<file path="config.mk">
export PLATFORM = sky130hd
export DESIGN_NAME = host_irq_status
export DESIGN_NICKNAME = d
export VERILOG_FILES = /design/src/host_irq_pkg.sv /design/src/host_irq_status.sv
export SDC_FILE = /design/constraint.sdc
export NUM_CORES = 1
export LEC_CHECK = 0
export ABC_AREA = 1
export BUFFER_PORTS_ARGS = -buffer_cell sky130_fd_sc_hd__buf_2
export CAP_MARGIN = 30
export CORE_AREA = 4 4 112 114
export CTS_BUF_LIST = sky130_fd_sc_hd__clkbuf_8
export DETAILED_ROUTE_END_ITERATION = 12
export DIE_AREA = 0 0 116 118
export PLACE_DENSITY = 0.84
export SYNTH_ARGS = -nofsm -noshare
export SYNTH_HDL_FRONTEND = slang
export SYNTH_SLANG_ARGS = --single-unit
</file>
<file path="constraint.sdc">
create_clock -name hclk -period 3.6 [get_ports hclk]
set_clock_uncertainty 0.05 [all_clocks]
set_input_delay 0.54 -clock hclk [delete_from_list [all_inputs] [get_ports hclk]]
set_output_delay 0.54 -clock hclk [all_outputs]
set_load 0.02 [all_outputs]
</file>
<file path="src/host_irq_pkg.sv">
// Purpose: Shared constants of the host interrupt status and enable block
// Assumes: 32-bit AHB-Lite data, one aligned word per register
// Notes:   Offsets are byte addresses inside the block's window

package host_irq_pkg;

    // ------------------------------------------------------------
    // Register byte offsets
    // ------------------------------------------------------------
    localparam logic [7:0] STS_OFF = 8'h58;
    localparam logic [7:0] EN_OFF = 8'h5c;
    localparam logic [7:0] TEST_OFF = 8'h64;
    localparam logic [7:0] LVL_OFF = 8'h68;

    // ------------------------------------------------------------
    // Status and enable bit positions
    // ------------------------------------------------------------
    localparam int TXE_BIT = 13;
    localparam int OVR_BIT = 10;
    localparam int SPACE_BIT = 9;
    localparam int TSFULL_BIT = 8;
    localparam int TSLVL_BIT = 7;
    localparam int DROP_BIT = 6;
    localparam int RSFULL_BIT = 4;
    localparam int RSLVL_BIT = 3;
    localparam int PIN_LSB = 0;

    // ------------------------------------------------------------
    // Threshold field positions
    // ------------------------------------------------------------
    localparam int TDA_LSB = 24;
    localparam int TSL_LSB = 16;
    localparam int RSL_LSB = 0;

    // ------------------------------------------------------------
    // Masks and values after reset
    // ------------------------------------------------------------
    localparam logic [31:0] STS_IMPL = 32'h0000_27df;
    localparam logic [31:0] EN_RW_MASK = 32'h83bf_e7df;
    localparam logic [31:0] LVL_RW_MASK = 32'hffff_00ff;
    localparam logic [31:0] LVL_RST = 32'h4800_0000;
    localparam logic [31:0] STS_RST = 32'h0000_0000;
    localparam logic [31:0] EN_RST = 32'h0000_0000;
    localparam logic [31:0] TEST_VAL = 32'h8765_4321;

    // ------------------------------------------------------------
    // Bus encodings
    // ------------------------------------------------------------
    localparam logic [2:0] HSIZE_WORD = 3'b010;

endpackage

</file>
<file path="src/host_irq_status.sv">
// Purpose: Sticky event flags, per-source enables, FIFO level compare
// Assumes: Event inputs come from logic on hclk, no synchroniser needed
// Notes:   Read data is taken from next-state values, so a read right
//          after a write already shows the written word

`timescale 1ns/1ps
`default_nettype none

// Behaviour
// Transmitter error sets sticky bit 13
// Write into full tx data FIFO sets bit 10
// Tx free blocks above level set bit 9
// Tx status FIFO full sets bit 8
// Tx status used above level sets bit 7
// Dropped receive frame sets bit 6
// Rx status FIFO full sets bit 4
// Rx status used above level sets bit 3
// Pin events latch into bits 2:0
// Enable one admits source, zero masks it
// Flags update regardless of enable state
// Enable bits writable only at listed positions
// Byte order register reads fixed test word
// Threshold fields writable, bits 15:8 reserved
// Interrupt high while flag and enable both set
// Host clears flags by writing ones
module host_irq_status
    import host_irq_pkg::*;
#(
    parameter int LVL_W = 8,
    parameter int PIN_N = 3
) (
    // Clock and reset
    input wire logic hclk,
    input wire logic hresetn,
    // AHB-Lite slave
    input wire logic hsel,
    input wire logic [31:0] haddr,
    input wire logic [1:0] htrans,
    input wire logic hwrite,
    input wire logic [2:0] hsize,
    input wire logic [31:0] hwdata,
    input wire logic hready,
    output logic hreadyout,
    output logic [31:0] hrdata,
    output logic hresp,
    // Transmit side sources
    input wire logic tx_error_evt,
    input wire logic tx_data_wr_evt,
    input wire logic tx_data_full,
    input wire logic [LVL_W-1:0] tx_data_free_blk,
    input wire logic tx_status_full,
    input wire logic [LVL_W-1:0] tx_status_used,
    // Receive side sources
    input wire logic rx_drop_evt,
    input wire logic rx_status_full,
    input wire logic [LVL_W-1:0] rx_status_used,
    // Qualified pin events
    input wire logic [PIN_N-1:0] pin_evt,
    // Host interrupt line
    output logic irq
);

    // ------------------------------------------------------------
    // Elaboration checks
    // ------------------------------------------------------------
    // Field layout is fixed at eight bits and three pins
    if (LVL_W != 8) begin : g_bad_lvl
        $error("LVL_W must be 8");
    end
    if (PIN_N != 3) begin : g_bad_pin
        $error("PIN_N must be 3");
    end

    // ------------------------------------------------------------
    // Functions
    // ------------------------------------------------------------
    // Word address match inside the window
    function automatic logic hit(input logic [7:0] a,
                                 input logic [7:0] off);
        hit = (a[7:2] == off[7:2]);
    endfunction

    // ------------------------------------------------------------
    // State
    // ------------------------------------------------------------
    logic wr_pend_q; // Write data phase pending
    logic [7:0] wr_addr_q; // Latched write address
    logic [31:0] sts_q; // Sticky flags
    logic [31:0] sts_d;
    logic [31:0] en_q; // Source enables
    logic [31:0] en_d;
    logic [31:0] lvl_q; // Threshold fields
    logic [31:0] lvl_d;
    logic [31:0] rdata_q; // Read data phase value
    logic rdy_q; // Ready out, always one
    logic resp_q; // Response out, always OKAY
    logic irq_q; // Interrupt line

    // ------------------------------------------------------------
    // Address phase decode
    // ------------------------------------------------------------
    // Only whole-word transfers act; others finish OKAY and do nothing
    wire logic ap_take;
    wire logic ap_wr;
    wire logic ap_rd;
    assign ap_take = hsel & hready & htrans[1] & (hsize == HSIZE_WORD);
    assign ap_wr = ap_take & hwrite;
    assign ap_rd = ap_take & ~hwrite;

    // ------------------------------------------------------------
    // Data phase write strobes
    // ------------------------------------------------------------
    wire logic wr_sts;
    wire logic wr_en;
    wire logic wr_lvl;
    assign wr_sts = wr_pend_q & hit(wr_addr_q, STS_OFF);
    assign wr_en = wr_pend_q & hit(wr_addr_q, EN_OFF);
    assign wr_lvl = wr_pend_q & hit(wr_addr_q, LVL_OFF);

    // ------------------------------------------------------------
    // Level comparators
    // ------------------------------------------------------------
    wire logic space_hit;
    wire logic tslvl_hit;
    wire logic rslvl_hit;
    // free blocks above level
    assign space_hit = tx_data_free_blk > lvl_q[TDA_LSB +: 8];
    // tx status used above level
    assign tslvl_hit = tx_status_used > lvl_q[TSL_LSB +: 8];
    // rx status used above level
    assign rslvl_hit = rx_status_used > lvl_q[RSL_LSB +: 8];

    // ------------------------------------------------------------
    // Event collection
    // ------------------------------------------------------------
    // Full and level conditions set again every cycle they hold,
    // so clearing them while the cause stays has no lasting effect
    wire logic ovr_evt;
    wire logic [31:0] sts_set;
    // write attempt while full
    assign ovr_evt = tx_data_wr_evt & tx_data_full;
    // error event
    // tx status full
    // dropped frame
    // rx status full
    // pin event bits
    assign sts_set = (32'(tx_error_evt) << TXE_BIT)
                   | (32'(ovr_evt) << OVR_BIT)
                   | (32'(space_hit) << SPACE_BIT)
                   | (32'(tx_status_full) << TSFULL_BIT)
                   | (32'(tslvl_hit) << TSLVL_BIT)
                   | (32'(rx_drop_evt) << DROP_BIT)
                   | (32'(rx_status_full) << RSFULL_BIT)
                   | (32'(rslvl_hit) << RSLVL_BIT)
                   | (32'(pin_evt) << PIN_LSB);

    // ------------------------------------------------------------
    // Next-state values
    // ------------------------------------------------------------
    wire logic [31:0] sts_clr;
    // ones in the written word clear
    assign sts_clr = wr_sts ? hwdata : 32'h0000_0000;
    // set ignores enables; set wins over clear
    assign sts_d = ((sts_q & ~sts_clr) | sts_set) & STS_IMPL;
    // only listed enable bits store
    assign en_d = wr_en ? (hwdata & EN_RW_MASK) : en_q;
    // reserved threshold bits stay zero
    assign lvl_d = wr_lvl ? (hwdata & LVL_RW_MASK) : lvl_q;

    // ------------------------------------------------------------
    // Read selection
    // ------------------------------------------------------------
    // Unmapped words read as zero
    wire logic [31:0] rd_val;
    // fixed test word
    assign rd_val = hit(haddr[7:0], STS_OFF) ? sts_d :
                    hit(haddr[7:0], EN_OFF) ? en_d :
                    hit(haddr[7:0], TEST_OFF) ? TEST_VAL :
                    hit(haddr[7:0], LVL_OFF) ? lvl_d :
                    32'h0000_0000;

    // ------------------------------------------------------------
    // Bus phase tracking
    // ------------------------------------------------------------
    // Write address kept for the following data phase
    always_ff @(posedge hclk or negedge hresetn) begin
        if (!hresetn) begin
            wr_pend_q <= 1'b0;
            wr_addr_q <= 8'h00;
        end else if (hready) begin
            wr_pend_q <= ap_wr;
            wr_addr_q <= haddr[7:0];
        end
    end

    // Read data held for one data phase, zero otherwise
    always_ff @(posedge hclk or negedge hresetn) begin
        if (!hresetn) begin
            rdata_q <= 32'h0000_0000;
        end else if (hready) begin
            rdata_q <= ap_rd ? rd_val : 32'h0000_0000;
        end
    end

    // Zero wait states; never any error response
    // Kept as flops so every top output leaves a register
    always_ff @(posedge hclk or negedge hresetn) begin
        if (!hresetn) begin
            rdy_q <= 1'b1;
            resp_q <= 1'b0;
        end else begin
            rdy_q <= 1'b1;
            resp_q <= 1'b0;
        end
    end

    // ------------------------------------------------------------
    // Register file
    // ------------------------------------------------------------
    // Flags, enables and thresholds
    always_ff @(posedge hclk or negedge hresetn) begin
        if (!hresetn) begin
            sts_q <= STS_RST;
            en_q <= EN_RST;
            lvl_q <= LVL_RST;
        end else begin
            sts_q <= sts_d;
            en_q <= en_d;
            lvl_q <= lvl_d;
        end
    end

    // ------------------------------------------------------------
    // Interrupt line
    // ------------------------------------------------------------
    // Built from next values so the line tracks the flags exactly
    always_ff @(posedge hclk or negedge hresetn) begin
        if (!hresetn) begin
            irq_q <= 1'b0;
        end else begin
            // enable gates each source
            // any enabled flag raises the line
            irq_q <= |(sts_d & en_d);
        end
    end

    // ------------------------------------------------------------
    // Outputs
    // ------------------------------------------------------------
    assign hreadyout = rdy_q;
    assign hrdata = rdata_q;
    assign hresp = resp_q;
    assign irq = irq_q;
endmodule

`default_nettype wire

</file>
### Word-level counts from Yosys, hierarchy flattened

Index checks and enable logic that the tools add are counted.

* bits in registers: 117
* input port bits: 107
* output and inout bits: 35
* word-level logic and storage cells: 49

* magnitude comparators: 3
* eq/ne operators: 8
* mux-type cells: 8
* bitwise logic cells: 22
* reduce and logical (&&, ||, !) cells: 1

Operators by type and width (count)
* 2-to-1 mux 32 bit: 7
* == test 6 x 5 -> 1 bit (second input constant): 7
* bitwise AND 14 x 32 -> 32 bit: 1
* OR reduction 32 bit: 1
* greater-than comparator 8 bit: 3
* bitwise AND 14 bit: 1
* 2-to-1 mux 14 bit: 1
* inverter 14 bit: 1
* bitwise OR 14 x 10 -> 14 bit: 1
* bitwise OR 14 x 11 -> 14 bit: 1
* bitwise OR 14 bit: 1
* bitwise OR 14 x 3 -> 14 bit: 1
* bitwise OR 14 x 4 -> 14 bit: 1
* bitwise OR 14 x 5 -> 14 bit: 1
* bitwise OR 14 x 7 -> 14 bit: 1
* bitwise OR 14 x 8 -> 14 bit: 1
* bitwise OR 14 x 9 -> 14 bit: 1
* bitwise AND 1 bit: 9
* == test 3 x 2 -> 1 bit (second input constant): 1
* inverter 1 bit: 1

### Depth between registers and ports, before layout

Gate-level depths: netlist of the first run.

* depth after elaboration: 12
* depth in mapped cells: 15
* depth with buffers taken out: 15

### Worst setup path after synthesis of the first run

OpenSTA, ideal clock, no wires.

* path type: input port to flip-flop
* start: in haddr[4]
* end: reg rdata_q[28] (netlist: hrdata[28])
* arrival: 1566 ps
* data required time: 3429 ps
* slack: 1863 ps
* stages on the path: 6
* cells stage by stage: inv_1 or2_2 nor2_2 nor2_1 buf_2 a22o_1

* word-level cells in the longest chain between the ends: 6

Ends and longest elaborated chain
* start: declaration: line host_irq_status.sv:37 `input wire logic [31:0] haddr,`
* == test 6 x 5 -> 1 bit: line host_irq_status.sv:80 `hit = (a[7:2] == off[7:2]);`
* 2-to-1 mux 32 bit: line host_irq_status.sv:179 `hit(haddr[7:0], LVL_OFF) ? lvl_d :`
* 2-to-1 mux 32 bit: line host_irq_status.sv:178 `hit(haddr[7:0], TEST_OFF) ? TEST_VAL :`
* 2-to-1 mux 32 bit: line host_irq_status.sv:177 `hit(haddr[7:0], EN_OFF) ? en_d :`
* 2-to-1 mux 32 bit *: line host_irq_status.sv:176 `assign rd_val = hit(haddr[7:0], STS_OFF) ? sts_d :`
* 2-to-1 mux 32 bit *: line host_irq_status.sv:201 `rdata_q <= ap_rd ? rd_val : 32'h0000_0000;`
* end signal: assignment: line host_irq_status.sv:201
* end: declaration: line host_irq_status.sv:94 `logic [31:0] rdata_q;`

Mark *: on every way between the ends. The rest lies on a longest branch, timed or not.
A chain may end at the register's enable or synchronous reset.

### Worst setup path after layout of the first run

* start: reg wr_addr_q[3]
* end: reg rdata_q[27] (netlist: hrdata[27])

RTL lines
* start: declaration: line host_irq_status.sv:87 `logic [7:0] wr_addr_q;`
* start signal: assignment: line host_irq_status.sv:192 `wr_addr_q <= haddr[7:0];`
* == test 6 x 5 -> 1 bit: line host_irq_status.sv:80
* bitwise AND 1 bit: line host_irq_status.sv:117 `assign wr_en = wr_pend_q & hit(wr_addr_q, EN_OFF);`
* 2-to-1 mux 32 bit: line host_irq_status.sv:166 `assign en_d = wr_en ? (hwdata & EN_RW_MASK) : en_q;`
* named net en_d[27]: line host_irq_status.sv:91 `logic [31:0] en_d;`
* 2-to-1 mux 32 bit: line host_irq_status.sv:177
* 2-to-1 mux 32 bit: line host_irq_status.sv:176
* 2-to-1 mux 32 bit: line host_irq_status.sv:201

The timed path passes the listed nets, and every way through them passes these cells.

==> out/qor.yml, run 1 <==
drtAntennaViolNets: 0
cts.sinks: 115
fmax_ghz: 0.458
cp-start-kind: "register"
drt-total-wl_um: 13800
min_path_type: "input port to asynchronous set/reset pin"
crit_chain: "inv_2 > nor3_4 > nand2_4 > clkinv_2 > nor2_1 > nand2_1 > o21ai_0 > a22o_1"
fin_crit_sh_pct: 60.6
cts_hold_buffers: 0
fin_crit_ns: 2.18
mostFrequentLayoutCell: "nand2_1"
num_rows: 39
peakVddDrop_v: 0.000187
drive_gt1_share_pct: 21.7
netlist_area_mm2: 0.00564
syn2layout_area_growth_pct: 18.9
end_kind: "register"
yosysUniqueCellTypes: 32
track_usage_pct: 21.2
multi_input_area_mm2: 0.00232
num-nets-final: 952
clk_latency_ns: 0.44
final_cells: 977
place_congestion: 0.827
rsz0062_at_grt: "no"
drt-wirelength-per-cell_um: 14.2
clk_pin_slew_ns: 0.07
core_mm2: 0.0114
vias: 4907
placed_area_mm2: 0.00631
syn_avg_cell_area_um2: 7.95
drc: 0
final.setup.tns_ns: 0
critPathKind: "register to register"
slew_violations: 0
power-per-cell-area_mw_per_mm2: 402
max_slew_margin_pct: 34.6
vias_per_cell: 5.02
dieHeight_um: 118
post_cts_buffers: 0
antennaDiodeCount: 0
fill_cells: 1000
path_buf_inv: 2
status: "finished, final reports clean"
required_ns: 3.88
regArea_mm2: 0.00288
h-tree-depth: 4
ctsRootBufferMaster: "clkbuf_8"
overflow: 0
grt_pass1_vias: 4840
yosysWarnings: 0
antenna_found_initial: 0
place_hpwl_um: 9720
placedCellCount: 945
layout_common_cells: "nand2_1 (303), dfrtp_1 (113), buf_2 (109)"
crit_fanout: 25
setup_viol: 0
die_area_mm2: 0.0137
hold_ws_ns: 0.112
grt_max_degree: 60
hold_viol_final: 0
cts_buffer_depth: 2
cp_top_family: "simple AND/OR/NAND/NOR gates"
boundaryPins: 142
grt_pass1_wl_um: 22600
tritoncts: "yes"
slowest_delay_ns: 0.45
synth_seq_area_share_pct: 51.1
cpMaxStageDelayCell: "nor3_4"
port_buffers: 110
final_cell_area_mm2: 0.00671
start_util_pct: 49.4
numCtsBuffers: 17
die_w_um: 116
syn_nets: 840
fin_util_pct: 58.7
drt_iter0_markers: 371
ys_seq_elements: 115
synthCells: 709
worst_ep_arrival_time_ns: 2.46
cap_violations: 0
tightest_slew_ns: 0.977
p_leak_nw: 3.77
drt_pass1_iterations: 5
ctsResizeCount: 0
## path summary, 6_finish.rpt
kind | from | endpoint | slack, ns | cells past startpoint
setup / recovery | wr_addr_q[3] | hrdata[27] | 1.42 | 8
hold / removal | hresetn | wr_addr_q[5] | 0.11 | 1
setup reg to reg | wr_addr_q[3] | hrdata[27] | 1.42 | 8
hold reg to reg | hrdata[22] | hrdata[22] | 0.42 | 2
max in group asynchronous | hresetn | hrdata[20] | 2.64 | 2
min in group hclk | haddr[5] | wr_addr_q[5] | 0.29 | 3
## cells in the mapped netlist
master	n	area share [%]
o21ai_1	2	0.18
nor3_1	1	0.089
a21o_1	2	0.27
nor2_1	36	2.4
clkinv_2	1	0.089
ha_1	24	5.3
dfrtp_1	113	50
inv_1	73	4.9
nor3_4	1	0.29
o21ai_0	23	2.0
or2_2	1	0.11
nand4_1	5	0.55
nor2_4	1	0.20
a21oi_1	16	1.4
nand3_1	37	3.3
a22o_1	6	0.93
nand2_4	1	0.20
nor4_1	1	0.11
o21a_1	7	0.93
inv_2	3	0.20
buf_6	3	0.60
clkinv_1	1	0.066
conb_1	2	0.13
clkbuf_1	8	0.53
nand2_1	303	20
nand2_2	16	1.8
dfstp_2	2	0.93
buf_4	4	0.53
nor2_2	2	0.22
nor3_2	1	0.18
o211ai_1	2	0.27
buf_2	11	0.98
## sequential cells by signal (all words and copies together), names as in the netlist
signal	count
en_q	32
hrdata	32
lvl_q	32
sts_q	11
wr_addr_q	6
irq	1
wr_pend_q	1
## cell families after synthesis
logic type | after synthesis | synth area share [%]
and+or+nand+nor | 406 | 29.6
AOI/OAI and AO/OA | 58 | 6.03
adders and majority gates | 24 | 5.33
buffers and inverters | 104 | 7.85
DFF | 115 | 51.1
other | 2 | 0.133
## routing by layer
| metal | global-route usage (%) | vias to the layer above | wire length (um) |
|---|---|---|---|
| met5 | 0 | - | 0 |
| met4 | 7.98 | 0 | 243 |
| met3 | 7.81 | 21 | 1190 |
| met2 | 32.7 | 161 | 6590 |
| met1 | 27.2 | 2314 | 5810 |
| li1 | - | 2411 | - |
## per-stage QoR
stage	total power, mW	setup WS, ns
6_report	2.70	1.42
3_3_place_gp	1.54	1.41
3_5_place_dp	1.55	1.34
4_1_cts	2.72	1.41
2_1_floorplan	1.44	1.86
5_1_grt	2.81	1.22
## area by class of cell
cell class | instances | area share [%]
sequential | 115 | 42.9
multi-input combinational | 490 | 34.7
timing repair buffer | 119 | 9.44
inverter | 78 | 4.38
clock buffer | 19 | 3.90
tap | 143 | 2.67
clock inverter | 13 | 2.00
## report_power, final
part	internal [mW]	leakage [nW]	switching [mW]
logic	0.0746	2.24	0.125
registers	1.31	1.35	0.00790
clock network	0.646	0.186	0.529
(Power assumes the default switching activity.)
==> run 2, diff against run 1 <==
==> constraint.sdc (replaced) <==
create_clock -name hclk -period 2.19 [get_ports hclk]
set_clock_uncertainty 0.05 [all_clocks]
set_input_delay 0.3285 -clock hclk [delete_from_list [all_inputs] [get_ports hclk]]
set_output_delay 0.3285 -clock hclk [all_outputs]
set_load 0.02 [all_outputs]
==> out/qor.yml, run 2 (same netlist as run 1, synthesis figures left out) <==
status: "finished, final reports clean"
critPathKind: "register to register"
total_power_mw: 4.35
fin_crit_sh_pct: 85.4
required_ns: 2.46
reg2reg_slack_ns: 0.32
hold_ws_ns: 0.0830
layout_common_cells: "nand2_1 (303), dfrtp_1 (113), buf_2 (109)"
num_rows: 39
reg2regPathDepth: 8
top_usage_layer: "met2"
ctsRootBufferMaster: "clkbuf_8"
mostFrequentLayoutCell: "nand2_1"
end_kind: "register"
cts_buffer_depth: 2
cts.sinks: 115
grt_pass1_wl_um: 23300
track_usage_pct: 21.7
setup_viol: 0
drc: 0
die_w_um: 116
worst_ep_arrival_time_ns: 2.14
tritoncts: "yes"
vias: 4911
cp-start-kind: "register"
final_cells: 985
fmax_ghz: 0.534
peakVddDrop_v: 0.000326
port_buffers: 110
drt-total-wl_um: 13900
clockPowerShare_pct: 42.3
hold_viol_final: 0
overflow: 0
hp-start: "pin_evt[1]"
numCtsBuffers: 17
post_cts_buffers: 0
reg2reg_to: "hrdata[28]"
grt_max_degree: 44
antennaDiodeCount: 0
place_hpwl_um: 9840
p_sw_share_pct: 23.3
dieHeight_um: 118
drt_pass1_iterations: 7
place_congestion: 0.833
final.setup.tns_ns: 0
boundaryPins: 142
h-tree-depth: 4
groute.layer.met3.usage_pct: 6.27
p_seq_share_pct: 49.9
rr_startpoint: "wr_addr_q[2]"
slew_violations: 0
power-per-cell-area_mw_per_mm2: 641
cap_violations: 0
final_cell_area_mm2: 0.00680
vias_per_cell: 4.99
power_switching_mw: 1.02
clk_latency_ns: 0.44
min_path_type: "input port to register"
crit_fanout: 19
drt-wirelength-per-cell_um: 14.1
use_met2_pct: 33.6
antenna_found_initial: 0
grt_pass1_vias: 4875
drtAntennaViolNets: 0
hold_end: "sts_q[1]"
holdPathStages: 3
fin_crit_ns: 1.87
drt_iter0_markers: 320
clk_pin_slew_ns: 0.06
start_util_pct: 49.4
syn2layout_area_growth_pct: 20.5
intPower_mw: 3.34
die_area_mm2: 0.0137
placedCellCount: 953
p_leak_nw: 3.85
combPwrFrac_pct: 7.8
placed_area_mm2: 0.00641
use_met1_pct: 28.9
core_mm2: 0.0114
num-nets-final: 961
fill_cells: 997
drive_gt1_share_pct: 21.9
rsz0062_at_grt: "no"
-- run 2: cell count changes in the layout (fill, tap and decap cells not counted), sizes merged --
cell and delta:
buf +8, clkinvlp -6, clkbuf +4, inv +3
bufinv -1, clkinv -1, dlygate4sd3 +1
-- run 2: how the worst max path moves through the flow --
| stage | startpoint | end | slack (ns) | cells after the start |
|---|---|---|---|---|
| 6_report | wr_addr_q[2] | hrdata[28] | 0.32 | 8 |
| 5_1_grt | wr_addr_q[7] | hrdata[28] | 0.17 | 8 |
| 4_1_cts | wr_addr_q[2] | hrdata[28] | 0.35 | 8 |
| 3_5_place_dp | wr_addr_q[7] | hrdata[28] | 0.39 | 8 |
| 3_3_place_gp | wr_addr_q[2] | hrdata[27] | 0.47 | 8 |
| 2_1_floorplan | wr_addr_q[7] | irq | 0.64 | 12 |
-- run 2: power by group through the flow --
stage,Clock (mW),Sequential [mW],Combinational [mW]
floorplan,0,2.21,0.161
global placement,0,2.21,0.327
detailed placement,0,2.21,0.337
CTS,1.86,2.17,0.341
global route,1.97,2.18,0.390
finish,1.84,2.17,0.338
-- run 2: what timing repair did --
action	CTS	global route
hold endpoints to repair	32	0
hold buffers	1	0
resized for setup	0	0
-- run 2: routing by layer --
metal,up-vias,routed length [um]
met5,-,0
met4,0,240
met3,21,1190
met2,174,6620
met1,2283,5880
li1,2433,-
-- run 2: stage by stage --
stage / util, % / worst slack [ns]
after floorplan: - / 0.641
after global placement: 56.1 / 0.470
after detailed placement: 56.1 / 0.388
after CTS: 59.5 / 0.347
after global routing: 59.5 / 0.169
final: 59.5 / 0.319
-- run 2: final cells by class --
| class | count | area, um2 | area share (%) |
|---|---|---|---|
| flip-flops and latches | 115 | 2880 | 42.4 |
| multi-input cells | 490 | 2320 | 34.2 |
| repair buffers | 128 | 741 | 10.9 |
| clock buffers | 23 | 317 | 4.66 |
| inverters | 78 | 294 | 4.33 |
| well taps | 143 | 179 | 2.63 |
| clock inverters | 8 | 60.1 | 0.884 |
-- run 2: worst max-delay path, stage by stage (launching register included) --
cell and delay (ns):
dfrtp_1 0.37, inv_2 0.09, nand2_1 0.08, nor2_1 0.11, nand2_1 0.13, buf_4 0.23, o21ai_0 0.35, o21ai_0 0.15
a22o_1 0.19
==> run 3, diff against run 2 <==
--- a/config.mk
+++ b/config.mk
@@ -12,7 +12,7 @@
 export CTS_BUF_LIST = sky130_fd_sc_hd__clkbuf_8
 export DETAILED_ROUTE_END_ITERATION = 12
 export DIE_AREA = 0 0 116 118
-export PLACE_DENSITY = 0.84
+export PLACE_DENSITY = 0.87
 export SYNTH_ARGS = -nofsm -noshare
 export SYNTH_HDL_FRONTEND = slang
 export SYNTH_SLANG_ARGS = --single-unit
==> constraint.sdc (replaced) <==
create_clock -name hclk -period 1.55 [get_ports hclk]
set_clock_uncertainty 0.05 [all_clocks]
set_input_delay 0.2325 -clock hclk [delete_from_list [all_inputs] [get_ports hclk]]
set_output_delay 0.2325 -clock hclk [all_outputs]
set_load 0.02 [all_outputs]
==> out/qor.yml, run 3 (same netlist as run 1, synthesis figures left out) <==
holdPathStages: 3
wl_met2_um: 10400
overflow: 0
path_buf_inv: 4
num-nets-final: 1047
critPathKind: "register to register"
cts_buffer_depth: 2
final_cell_area_mm2: 0.00835
antenna_found_initial: 0
reg2reg_to: "irq"
cpMostUsedCell: "nand2_1"
clk_latency_ns: 0.46
cap_violations: 0
p_leak_nw: 4.54
violations: "negative setup slack"
num_rows: 39
fill_cells: 667
status: "complete, but fails checks"
slowest_delay_ns: 0.38
cp_top_family: "simple AND/OR/NAND/NOR gates"
grt_pass1_wl_um: 28400
place_congestion: 0.857
vias_per_cell: 5.98
power_switching_mw: 1.68
drc: 0
layout_common_cells: "nand2_1 (233), dfrtp_1 (113), buf_2 (109)"
syn2layout_area_growth_pct: 48.1
grt_pass1_vias: 5900
antennaDiodeCount: 0
place_hpwl_um: 10700
tightest_slew_ns: 0.712
drt_iter0_markers: 922
track_usage_pct: 26.3
drt_pass1_iterations: 7
regArea_mm2: 0.00288
wl_met1_um: 7680
intPower_mw: 5.08
hp-start: "haddr[2]"
clockPowerShare_pct: 43.8
crit_fanout: 8
crit_chain: "inv_2 > nand2_2 > buf_6 > nor2_4 > buf_6 > buf_12 > nand3_1 > nand2_1 > nand2_1 > nand2_1 > nand2_1 > nor2_1 > nand4_1"
reg2regPathDepth: 13
ctsRootBufferMaster: "clkbuf_8"
drt-total-wl_um: 22900
p_seq_share_pct: 45.6
place_ws_ns: -0.226
rsz0062_at_grt: "yes"
route.met3.wl_um: 2940
hold_viol_final: 0
placed_area_mm2: 0.00679
drt-wirelength-per-cell_um: 21.3
combPwrFrac_pct: 10.6
clk_pin_slew_ns: 0.08
grt_max_degree: 36
power-per-cell-area_mw_per_mm2: 810
dieHeight_um: 118
min_path_type: "input port to register"
slew_violations: 0
die_area_mm2: 0.0137
numCtsBuffers: 17
reg2reg_slack_ns: -0.53
hold_end: "wr_addr_q[2]"
multi_input_area_mm2: 0.00291
mostFrequentLayoutCell: "nand2_1"
setup_viol: 56
fin_crit_sh_pct: 134
rr_startpoint: "wr_addr_q[7]"
die_w_um: 116
max_slew_margin_pct: 52.3
h-tree-depth: 4
worst_ep_arrival_time_ns: 2.35
drtAntennaViolNets: 0
setup_ws_ns: -0.527
end_kind: "register"
drive_gt1_share_pct: 38.6
p_sw_share_pct: 24.8
start_util_pct: 49.4
cts.sinks: 115
cp-start-kind: "register"
core_mm2: 0.0114
port_buffers: 110
fmax_ghz: 0.481
tritoncts: "yes"
boundaryPins: 142
fin_crit_ns: 2.08
vias: 6403
cpMaxStageDelayCell: "dfrtp_1"
highest_layer: "met4"
required_ns: 1.83
peakVddDrop_v: 0.000577
## run 3: power groups by stage
stage                     Clock (mW)  Combinational (mW)  Sequential [mW]
after global placement             0               0.524             3.12
final                           2.96               0.719             3.08
after floorplan                    0               0.227             3.12
after global routing            3.07               0.785             3.09
after CTS                       2.86               0.598             3.07
after detailed placement           0               0.542             3.13
## run 3: repair_timing
action	CTS	global route
endpoints found under the setup margin	39	52
pin swaps	22	61
endpoints found under the hold margin	125	1
hold buffers	19	1
gates cloned	2	2
gates resized for setup	53	156
buffers inserted	4	22
## run 3: final cells by class
class                           instances  share of cell area (%)
Sequential cell                       115                    34.5
Clock buffer                           21                    3.46
Inverter                               78                    3.69
Multi-Input combinational cell        490                    34.9
Timing Repair Buffer                  214                    19.9
Clock inverter                         10                    1.41
Tap cell                              143                    2.14
## run 3: worst max path at each step
| stage | start | endpoint | slack [ns] | cells after the start |
|---|---|---|---|---|
| 2_1_floorplan | wr_addr_q[7] | irq | 0.001 | 12 |
| 3_5_place_dp | wr_addr_q[7] | hrdata[23] | -0.23 | 13 |
| 5_1_grt | wr_addr_q[7] | irq | -0.62 | 13 |
| 3_3_place_gp | wr_addr_q[7] | irq | -0.16 | 12 |
| 4_1_cts | wr_pend_q | irq | -0.15 | 11 |
| 6_report | wr_addr_q[7] | irq | -0.53 | 13 |
## run 3: tightest hold or removal path: stages
cell and delay [ns]:
buf_2 0.10, nand2_1 0.04, o21ai_0 0.08
## run 3: routing by layer
metal / GRT usage [%] / vias to the layer above
met5: 0 / -
met4: 13.1 / 0
met3: 6.79 / 218
met2: 41.9 / 643
met1: 33.0 / 2939
li1: - / 2603
## run 3: metrics by stage
| step | util, % | std cells | setup TNS [ns] | hold WS, ns | power (mW) |
|---|---|---|---|---|---|
| 5_1_grt | 73.1 | 1071 | -14.60 | -0.00160 | 6.94 |
| 4_1_cts | 66.5 | 1049 | -3.23 | 0.000570 | 6.53 |
| 6_report | 73.1 | 1071 | -10.68 | 0.00215 | 6.76 |
| 2_1_floorplan | - | 709 | 0 | -0.113 | 3.35 |
| 3_3_place_gp | 59.5 | 994 | -4.09 | 0.109 | 3.65 |
| 3_5_place_dp | 59.5 | 994 | -5.19 | 0.107 | 3.67 |
